==> src/rtl/spr_defines.vh <==
// spr_defines.vh: constants for the serial port pin-role block
// assumes inclusion by bare name from rtl modules
`ifndef SPR_DEFINES_VH
`define SPR_DEFINES_VH
`define SPR_MODE_3WIRE 2'h0
`define SPR_MODE_4WIRE_IN 2'h1
`define SPR_BYTE_BITS 4'h8
`define SPR_CNT_W 4
`define SPR_HALF_DIV 8'h0F
`define SPR_RESET_BYTE 8'h00
`endif

==> src/rtl/spr_port.v <==
// spr_port.v: pin roles, select modes and byte shifting of the serial port
// assumes pins arrive asynchronously; SCK idle low, data captured on rising edge
`timescale 1ns/1ps
`include "spr_defines.vh"
module spr_port (
  // clock and reset
  input wire MCLK_I,
  input wire RST_I,
  // control bits
  input wire PORT_ENABLE_BIT_I,
  input wire MASTER_ENABLE_BIT_I,
  input wire SELECT_MODE_HIGH_BIT_I,
  input wire SELECT_MODE_LOW_BIT_I,
  input wire FLAG_CLEAR_I,
  // transmit and receive data
  input wire [7:0] TX_DATA_I,
  input wire TX_LOAD_I,
  output reg [7:0] RX_DATA_O,
  // status
  output reg TRANSFER_COMPLETE_FLAG_O,
  output reg MODE_FAULT_FLAG_O,
  output reg MASTER_ACTIVE_O,
  output reg PORT_ACTIVE_O,
  output reg BUSY_O,
  // bus pins
  input wire MOSI_I,
  output reg MOSI_O,
  output reg MOSI_OE_O,
  input wire MISO_I,
  output reg MISO_O,
  output reg MISO_OE_O,
  input wire SCK_I,
  output reg SCK_O,
  output reg SCK_OE_O,
  input wire NSS_I,
  output reg NSS_O,
  output reg NSS_OE_O,
  output reg NSS_PIN_ROUTED_O
);
  wire [1:0] mode = {SELECT_MODE_HIGH_BIT_I, SELECT_MODE_LOW_BIT_I};
  wire mosi_s;
  wire miso_s;
  wire sck_s;
  wire sck_rise;
  wire sck_fall;
  wire nss_s;
  wire nss_fall;
  reg master_en;
  reg port_en;
  reg [7:0] shift;
  reg [`SPR_CNT_W-1:0] bit_cnt;
  reg [7:0] div_cnt;
  reg busy;
  reg sck_int;
  reg next_fault;
  reg fault_lock;
  reg miso_bit;
  wire selected;
  wire slave_mode;

  spr_sync #(.INIT(1'b0)) u_mosi (.clk_i(MCLK_I), .rst_i(RST_I), .din_i(MOSI_I),
    .sync_o(mosi_s), .rise_o(), .fall_o());
  spr_sync #(.INIT(1'b0)) u_miso (.clk_i(MCLK_I), .rst_i(RST_I), .din_i(MISO_I),
    .sync_o(miso_s), .rise_o(), .fall_o());
  spr_sync #(.INIT(1'b0)) u_sck (.clk_i(MCLK_I), .rst_i(RST_I), .din_i(SCK_I),
    .sync_o(sck_s), .rise_o(sck_rise), .fall_o(sck_fall));
  spr_sync #(.INIT(1'b1)) u_nss (.clk_i(MCLK_I), .rst_i(RST_I), .din_i(NSS_I),
    .sync_o(nss_s), .rise_o(), .fall_o(nss_fall));

  assign slave_mode = port_en & ~master_en;
  assign selected = (mode == `SPR_MODE_3WIRE) ? 1'b1 :
    ((mode == `SPR_MODE_4WIRE_IN) ? ~nss_s : 1'b1);

  always @* begin
    next_fault = port_en & master_en & (mode == `SPR_MODE_4WIRE_IN) & nss_fall;
  end

  always @(posedge MCLK_I) begin
    if (RST_I) begin
      master_en <= 1'b0;
      port_en <= 1'b0;
      MODE_FAULT_FLAG_O <= 1'b0;
      TRANSFER_COMPLETE_FLAG_O <= 1'b0;
      shift <= `SPR_RESET_BYTE;
      RX_DATA_O <= `SPR_RESET_BYTE;
      bit_cnt <= {`SPR_CNT_W{1'b0}};
      div_cnt <= 8'h00;
      busy <= 1'b0;
      sck_int <= 1'b0;
      fault_lock <= 1'b0;
      miso_bit <= 1'b0;
    end else begin
      // enables follow software unless a fault knocked them down
      if (next_fault) begin
        master_en <= 1'b0;
        port_en <= 1'b0;
        fault_lock <= 1'b1;
      end else if (fault_lock) begin
        // held down until software drops the port enable
        master_en <= 1'b0;
        port_en <= 1'b0;
        if (!PORT_ENABLE_BIT_I)
          fault_lock <= 1'b0;
      end else begin
        master_en <= MASTER_ENABLE_BIT_I;
        port_en <= PORT_ENABLE_BIT_I;
      end
      // set wins over clear
      if (next_fault)
        MODE_FAULT_FLAG_O <= 1'b1;
      else if (FLAG_CLEAR_I)
        MODE_FAULT_FLAG_O <= 1'b0;
      if (!port_en) begin
        // disabling is the only counter reset in three-wire slave
        bit_cnt <= {`SPR_CNT_W{1'b0}};
        busy <= 1'b0;
        sck_int <= 1'b0;
        div_cnt <= 8'h00;
        if (TX_LOAD_I)
          shift <= TX_DATA_I;
        if (FLAG_CLEAR_I)
          TRANSFER_COMPLETE_FLAG_O <= 1'b0;
      end else if (master_en) begin
        if (!busy) begin
          if (TX_LOAD_I) begin
            shift <= TX_DATA_I;
            busy <= 1'b1;
            bit_cnt <= {`SPR_CNT_W{1'b0}};
            div_cnt <= 8'h00;
          end
          if (FLAG_CLEAR_I)
            TRANSFER_COMPLETE_FLAG_O <= 1'b0;
        end else if (div_cnt == `SPR_HALF_DIV) begin
          div_cnt <= 8'h00;
          sck_int <= ~sck_int;
          if (!sck_int) begin
            miso_bit <= miso_s;
            bit_cnt <= bit_cnt + 1'b1;
          end else begin
            // shift on the fall so MOSI is steady at the far rise
            shift <= {shift[6:0], miso_bit};
            if (bit_cnt == `SPR_BYTE_BITS) begin
              busy <= 1'b0;
              RX_DATA_O <= {shift[6:0], miso_bit};
              TRANSFER_COMPLETE_FLAG_O <= 1'b1;
            end
          end
        end else begin
          div_cnt <= div_cnt + 8'h01;
          if (FLAG_CLEAR_I)
            TRANSFER_COMPLETE_FLAG_O <= 1'b0;
        end
      end else begin
        if ((mode == `SPR_MODE_4WIRE_IN) && nss_fall)
          bit_cnt <= {`SPR_CNT_W{1'b0}};
        else if (selected && sck_rise) begin
          shift <= {shift[6:0], mosi_s};
          if (bit_cnt == `SPR_BYTE_BITS - 4'h1) begin
            bit_cnt <= {`SPR_CNT_W{1'b0}};
            RX_DATA_O <= {shift[6:0], mosi_s};
            TRANSFER_COMPLETE_FLAG_O <= 1'b1;
          end else begin
            bit_cnt <= bit_cnt + 1'b1;
          end
        end else if (TX_LOAD_I && bit_cnt == {`SPR_CNT_W{1'b0}}) begin
          shift <= TX_DATA_I;
        end
        if (FLAG_CLEAR_I && !(selected && sck_rise && bit_cnt == `SPR_BYTE_BITS - 4'h1))
          TRANSFER_COMPLETE_FLAG_O <= 1'b0;
      end
    end
  end

  // pin drive, all registered
  always @(posedge MCLK_I) begin
    if (RST_I) begin
      MOSI_O <= 1'b0;
      MOSI_OE_O <= 1'b0;
      MISO_O <= 1'b0;
      MISO_OE_O <= 1'b0;
      SCK_O <= 1'b0;
      SCK_OE_O <= 1'b0;
      NSS_O <= 1'b1;
      NSS_OE_O <= 1'b0;
      NSS_PIN_ROUTED_O <= 1'b0;
      MASTER_ACTIVE_O <= 1'b0;
      PORT_ACTIVE_O <= 1'b0;
      BUSY_O <= 1'b0;
    end else begin
      MOSI_O <= shift[7];
      MOSI_OE_O <= port_en & master_en;
      MISO_O <= shift[7];
      MISO_OE_O <= slave_mode & ((mode == `SPR_MODE_3WIRE) |
        ((mode == `SPR_MODE_4WIRE_IN) & ~nss_s) | mode[1]);
      SCK_O <= sck_int;
      SCK_OE_O <= port_en & master_en;
      NSS_O <= mode[1] ? mode[0] : 1'b1;
      NSS_OE_O <= mode[1];
      NSS_PIN_ROUTED_O <= (mode != `SPR_MODE_3WIRE);
      MASTER_ACTIVE_O <= master_en;
      PORT_ACTIVE_O <= port_en;
      BUSY_O <= busy;
    end
  end
endmodule

==> src/rtl/spr_sync.v <==
// spr_sync.v: two-flop level synchroniser with edge flags
// assumes din is asynchronous to clk
`timescale 1ns/1ps
module spr_sync #(
  parameter INIT = 1'b0
) (
  input wire clk_i,
  input wire rst_i,
  input wire din_i,
  output reg sync_o,
  output wire rise_o,
  output wire fall_o
);
  reg stage;
  reg last;
  always @(posedge clk_i) begin
    if (rst_i) begin
      stage <= INIT;
      sync_o <= INIT;
      last <= INIT;
    end else begin
      stage <= din_i;
      sync_o <= stage;
      last <= sync_o;
    end
  end
  // edges seen only after second flop
  assign rise_o = sync_o & ~last;
  assign fall_o = ~sync_o & last;
endmodule

==> config.mk <==
export PLATFORM = sky130hd
export DESIGN_NAME = spr_port
export DESIGN_NICKNAME = d
export VERILOG_FILES = /design/src/rtl/spr_port.v /design/src/rtl/spr_sync.v
export VERILOG_INCLUDE_DIRS = /design/src /design/src/rtl
export SDC_FILE = /design/constraint.sdc
export NUM_CORES = 1
export LEC_CHECK = 0
export ABC_CLOCK_PERIOD_IN_PS = 3400
export BUFFER_PORTS_ARGS = -buffer_cell sky130_fd_sc_hd__buf_2
export CORE_AREA = 10 10 82 84
export DETAILED_ROUTE_END_ITERATION = 6
export DIE_AREA = 0 0 92 94
export GPL_TIMING_DRIVEN = 0
export PLACE_DENSITY_LB_ADDON = 0.12
export SLEW_MARGIN = 20
export SYNTH_ARGS = -nofsm -noshare
export SYNTH_HDL_FRONTEND = slang
export SYNTH_HIERARCHICAL = 1
export SYNTH_SLANG_ARGS = --single-unit
==> constraint.sdc <==
create_clock -name MCLK_I -period 3.4 [get_ports MCLK_I]
set_clock_uncertainty 0.15 [all_clocks]
set_input_delay 0.68 -clock MCLK_I [delete_from_list [all_inputs] [get_ports MCLK_I]]
set_output_delay 0.68 -clock MCLK_I [all_outputs]
set_load 0.02 [all_outputs]
==> results of run 1 <==
[cells in the final DEF, fill, tap and decap left out, types with 2 or more instances in the layout]
cell and n:
nand4_1 3, nor4_1 2, o31ai_1 2, nand2b_1 7, or2_1 3, buf_2 46, and3_1 3, clkbuf_8 6
and3b_1 2, a21oi_1 13, a22oi_1 2, nor2b_1 18, nor3b_1 3, ha_1 3, nand2_1 9, nor2_1 37
a211oi_1 11, and2_1 4, o21ai_0 8, inv_1 5, mux2i_1 16, buf_4 2, clkbuf_1 5, a311oi_1 3
nor3_1 3, a31o_2 2, a221oi_1 7, nand3b_1 4, nand3_1 8, dfxtp_1 56, buf_1 3
[critical path: cells and delay by family (launching register included)]
family                   cells  cell delay [ns]
AND/OR/NAND/NOR              2             0.22
buffers and inverters        2             0.60
flip-flops                   1             0.38
adder cells (fa/ha/maj)      1             0.21
AO/OA/AOI/OAI                3             0.81
[report_power, final]
group	switching, µW	leakage [µW]	internal, µW
clock	210	0.0000445	166
sequential	15.4	0.000457	675
combinational	64.6	0.000649	48.8
total	290	0.00115	890
[metal layers]
metal | vias up | share of wire | routed length (µm) | global-route usage
li1 | 1060 | - | - | -
met5 | - | 0 | 0 | 0
met4 | 0 | 0.012 | 70 | 0.0386
met1 | 966 | 0.48 | 2750 | 0.181
met3 | 7 | 0.067 | 390 | 0.0376
met2 | 54 | 0.44 | 2570 | 0.206
[area by class of cell]
| class | instances | area [µm²] | share of cell area |
|---|---|---|---|
| Timing Repair Buffer | 41 | 205 | 0.0717 |
| Sequential cell | 56 | 1120 | 0.392 |
| Clock inverter | 1 | 7.51 | 0.00262 |
| Clock buffer | 7 | 86.3 | 0.0302 |
| Inverter | 5 | 18.8 | 0.00656 |
| Multi-Input combinational cell | 193 | 1260 | 0.439 |
| Tap cell | 70 | 87.6 | 0.0306 |
| Buffer | 15 | 77.6 | 0.0271 |
[worst min-delay path by stage]
stage                                 from                      end  cells past startpoint
finish              u_nss/stage$_SDFF_PP1_  u_nss/sync_o$_SDFF_PP1_                      1
global route        u_nss/stage$_SDFF_PP1_  u_nss/sync_o$_SDFF_PP1_                      1
CTS                 u_nss/stage$_SDFF_PP1_  u_nss/sync_o$_SDFF_PP1_                      1
detailed placement  u_nss/stage$_SDFF_PP1_  u_nss/sync_o$_SDFF_PP1_                      1
global placement    u_nss/stage$_SDFF_PP1_  u_nss/sync_o$_SDFF_PP1_                      1
floorplan           u_nss/stage$_SDFF_PP1_  u_nss/sync_o$_SDFF_PP1_                      1
[sequential cells by signal, indices dropped and copies added, names as in the netlist, 4 cells and up]
register and flops:
RX_DATA_O 8, bit_cnt 4, div_cnt 8, shift 8
[metrics by stage]
step	util	setup WS [ns]
final	0.564	0.942
after global routing	0.564	0.793
after global placement	0.545	0.779
after floorplan	-	1.33
after detailed placement	0.545	0.778
after CTS	0.564	0.968
==> flow_summary.json, run 1 <==
{
  "critPathMaxFanout": 10,
  "syn-cell-area_mm2": 0.00247,
  "cp-end-kind": "flip-flop",
  "rsz0062_at_grt": "no",
  "path_clk_slew_ns": 0.09,
  "grt_max_degree": 17,
  "slew_headroom": 0.530,
  "clkLatencyLatePin_ns": 0.31,
  "drt-total-wl_um": 5780,
  "port_buffers": 41,
  "min_period_ns": 2.46,
  "nets": 340,
  "cts-root-buf": "clkbuf_8",
  "cp_cell_sequence": "ha_1, and3_1, clkbuf_1, a31oi_1, a211oi_2, buf_2, nor2_1, a211oi_1",
  "antenna_found_initial": 0,
  "synth_cells": 269,
  "gr-total-overflow": 0,
  "period_share": 0.723,
  "initial_core_util": 0.488,
  "worst_pin_slew_ns": 0.705,
  "grt_usage": 0.135,
  "p_leak_uw": 0.00115,
  "cts_setup_buffers": 0,
  "final_cell_area_mm2": 0.00286,
  "grt_first_pass_wirelength_um": 9690,
  "hold_viol": 0,
  "die_h_um": 94,
  "cap_violations": 0,
  "coreArea_mm2": 0.00507,
  "worstSetupStartpoint": "div_cnt[0]$_SDFFE_PP0P_",
  "drc": 0,
  "cts_buffers": 5,
  "die_area_mm2": 0.00865,
  "vias": 2087,
  "placed_area_mm2": 0.00277,
  "drive_gt1_frac": 0.201,
  "slew_violations": 0,
  "min_path_type": "reg2reg",
  "rr_worst_depth": 8,
  "ioPinCount": 42,
  "cts_tree": "yes",
  "worstSetupPathType": "reg2reg",
  "area_delta_synth_final_pct": 15.6,
  "fin_total_pwr_uw": 1180,
  "timing.hold.ws_ns": 0.264,
  "finalNonFillerCells": 388,
  "place.gp.congestion": 0.861,
  "die_x_um": 92,
  "htreeDepth": 2,
  "fin_setup_tns_ns": 0,
  "syn_nets": 292,
  "cts_resized": 0,
  "yosys_warnings": 6,
  "worstPathRequired_ns": 3.47,
  "placementRows": 26,
  "r2r_start": "div_cnt[0]$_SDFFE_PP0P_",
  "ant_nets": 0,
  "r2r-end": "shift[2]$_SDFFE_PP0P_",
  "drt_iter0_markers": 152,
  "regToRegSetupSlack_ns": 0.94,
  "p_per_area_mw_per_mm2": 413,
  "slowest_stage": "a211oi_2",
  "syn_area_per_cell_um2": 9.20,
  "hold_buffers": 0,
  "viasPerCell": 5.38,
  "post_drt_wl_per_cell_um": 14.9,
  "setup_violations": 0,
  "antenna_cells": 0,
  "clk_path_buf_depth": 2,
  "dp_cells": 380,
  "clock_sink_count": 56,
  "nFillCells": 504,
  "arrival_ns": 2.53,
  "critPathLaunchType": "flip-flop",
  "dpl.hpwl_um": 4260,
  "grt_pass1_vias": 1991,
  "status": "completed",
  "clock.fmax_mhz": 407,
  "peakVddDrop_mv": 0.285,
  "cp_slowest_stage_delay_ns": 0.44,
  "worstSetupEndpoint": "shift[2]$_SDFFE_PP0P_",
  "first_pass_iters": 5
}
No activity file was read; power rests on OpenSTA's default activity.
==> inputs of run 2 (changes only) <==
--- a/config.mk
+++ b/config.mk
@@ -6,11 +6,12 @@
 export SDC_FILE = /design/constraint.sdc
 export NUM_CORES = 1
 export LEC_CHECK = 0
-export ABC_CLOCK_PERIOD_IN_PS = 3400
+export ABC_AREA = 1
+export ABC_CLOCK_PERIOD_IN_PS = 2200
 export BUFFER_PORTS_ARGS = -buffer_cell sky130_fd_sc_hd__buf_2
-export CORE_AREA = 10 10 82 84
+export CORE_AREA = 10 10 87 89
 export DETAILED_ROUTE_END_ITERATION = 6
-export DIE_AREA = 0 0 92 94
+export DIE_AREA = 0 0 97 99
 export GPL_TIMING_DRIVEN = 0
 export PLACE_DENSITY_LB_ADDON = 0.12
 export SLEW_MARGIN = 20
==> constraint.sdc (replaced) <==
create_clock -name MCLK_I -period 2.2 [get_ports MCLK_I]
set_clock_uncertainty 0.15 [all_clocks]
set_input_delay 0.44 -clock MCLK_I [delete_from_list [all_inputs] [get_ports MCLK_I]]
set_output_delay 0.44 -clock MCLK_I [all_outputs]
set_load 0.02 [all_outputs]
==> run 2 against run 1 <==
Wire length increased by 14%. Core utilization decreased by 0.57 points. Clock power increased by 110%. Sequential power increased by 53%. Fmax increased by 34%. Flip-flop and latch count unchanged. Hold slack got worse by 0.11 ns. Die area increased by 11%. Largest cell class unchanged. Largest power group unchanged.
==> flow_summary.json, run 2 <==
{
  "dpl.hpwl_um": 4930,
  "path_common_cell": "nand3_1",
  "port_buffers": 40,
  "synth_cells": 409,
  "worstSetupPathType": "reg2reg",
  "hold_buffers": 0,
  "place.gp.congestion": 0.848,
  "drt-total-wl_um": 6570,
  "p_leak_uw": 0.00156,
  "ant_nets": 0,
  "cp-end-kind": "flip-flop",
  "rr_worst_depth": 9,
  "antenna_cells": 0,
  "layout_commonest_cell": "nand2_1",
  "rsz0062_at_grt": "no",
  "viasPerCell": 4.90,
  "placementRows": 28,
  "fin_setup_tns_ns": 0,
  "die_x_um": 97,
  "die_area_mm2": 0.00960,
  "r2r_start": "div_cnt[0]$_SDFFE_PP0P_",
  "seqCellArea_mm2": 0.00112,
  "cp.depth": 9,
  "setup_violations": 0,
  "cts_setup_buffers": 0,
  "grt_usage": 0.134,
  "cts_resized": 0,
  "ioPinCount": 42,
  "status": "completed",
  "cts_buffers": 5,
  "worst_pin_slew_ns": 0.505,
  "drt_iter0_markers": 146,
  "layout_common_cells": "nand2_1 (101), nor2_1 (65), dfxtp_1 (56)",
  "hold_viol": 0,
  "path_buf_inv": 1,
  "cp_cell_sequence": "ha_1, nand3_1, nor2_4, nand3_2, nand2_4, buf_12, nand3_1, nand2_1, nor2_1",
  "critPathMaxFanout": 10,
  "die_h_um": 99,
  "hold_depth": 3,
  "grt_max_degree": 19,
  "period_share": 0.836,
  "cts_tree": "yes",
  "holdCritStartpoint": "NSS_I",
  "syn-cell-area_mm2": 0.00283,
  "drc": 0,
  "initial_core_util": 0.484,
  "p_per_area_mw_per_mm2": 649,
  "slew_violations": 0,
  "syn_nets": 432,
  "cp_slowest_stage_delay_ns": 0.39,
  "syn_area_per_cell_um2": 6.93,
  "antenna_found_initial": 0,
  "htreeDepth": 2,
  "slew_headroom": 0.664,
  "multiInputGateArea_mm2": 0.00142,
  "first_pass_iters": 5,
  "critPathLaunchType": "flip-flop",
  "cts-root-buf": "clkbuf_8",
  "vias": 2606,
  "min_period_ns": 1.84,
  "nets": 479,
  "worstPathRequired_ns": 2.26,
  "gr-total-overflow": 0,
  "slowest_stage": "dfxtp_1",
  "cap_violations": 0,
  "grt_first_pass_wirelength_um": 11100,
  "worstSetupStartpoint": "div_cnt[0]$_SDFFE_PP0P_",
  "reg.largest.list": "RX_DATA_O: 8 flops, div_cnt: 8 flops, shift: 8 flops",
  "clkLatencyLatePin_ns": 0.31,
  "coreArea_mm2": 0.00585,
  "arrival_ns": 1.90,
  "grt_pass1_vias": 2453,
  "min_path_type": "in2reg",
  "post_drt_wl_per_cell_um": 12.3,
  "fin_total_pwr_uw": 2120,
  "nFillCells": 587,
  "clock.fmax_mhz": 543,
  "drive_gt1_frac": 0.199,
  "peakVddDrop_mv": 0.450,
  "cp_top_family": "simple AND/OR/NAND/NOR gates",
  "path_clk_slew_ns": 0.10,
  "clock_sink_count": 56,
  "clk_path_buf_depth": 2,
  "yosys_warnings": 6,
  "area_delta_synth_final_pct": 15.2
}
-- run 2: layout make-up --
type	instances	share of cell area
Buffer	12	0.0291
Clock buffer	5	0.0211
Clock inverter	3	0.0211
Inverter	53	0.0617
Multi-Input combinational cell	288	0.434
Sequential cell	56	0.343
Tap cell	75	0.0287
Timing Repair Buffer	40	0.0613
-- run 2: per-stage QoR --
| stage | cell area (µm²) | setup slack, ns | std cells | util | hold WS [ns] |
|---|---|---|---|---|---|
| 6_report | 3270 | 0.360 | 532 | 0.558 | 0.149 |
| 2_1_floorplan | 2830 | 0.593 | 409 | - | 0.230 |
| 5_1_grt | 3270 | 0.214 | 532 | 0.558 | 0.163 |
| 4_1_cts | 3270 | 0.358 | 532 | 0.558 | 0.146 |
| 3_3_place_gp | 3130 | 0.367 | 524 | 0.535 | 0.238 |
| 3_5_place_dp | 3130 | 0.347 | 524 | 0.535 | 0.246 |
-- run 2: per-layer routing --
metal  up-vias  part of all wire  track usage
met5         -                 0            0
met4         0            0.0084       0.0341
met3         5             0.060       0.0384
met2        63              0.45        0.225
met1      1165              0.48        0.163
li1       1373                 -            -
-- run 2: power breakdown --
part           leakage [µW]  switching [µW]  total (µW)  internal, µW
logic               0.00104             165         253          88.6
clock network     0.0000687             347         805           458
registers          0.000457            15.4        1060          1050
-- run 2: path summary, 6_finish.rpt --
check,endpoint,slack (ns)
hold / removal,u_nss/stage$_SDFF_PP1_,0.15
setup / recovery,RX_DATA_O[0]$_SDFFE_PP0P_,0.36
hold reg to reg,u_sck/sync_o$_SDFF_PP0_,0.26
setup reg to reg,RX_DATA_O[0]$_SDFFE_PP0P_,0.36
-- run 2: worst min-delay path: stages --
cell	delay (ns)
buf_2	0.07
inv_1	0.03
nand2_1	0.05
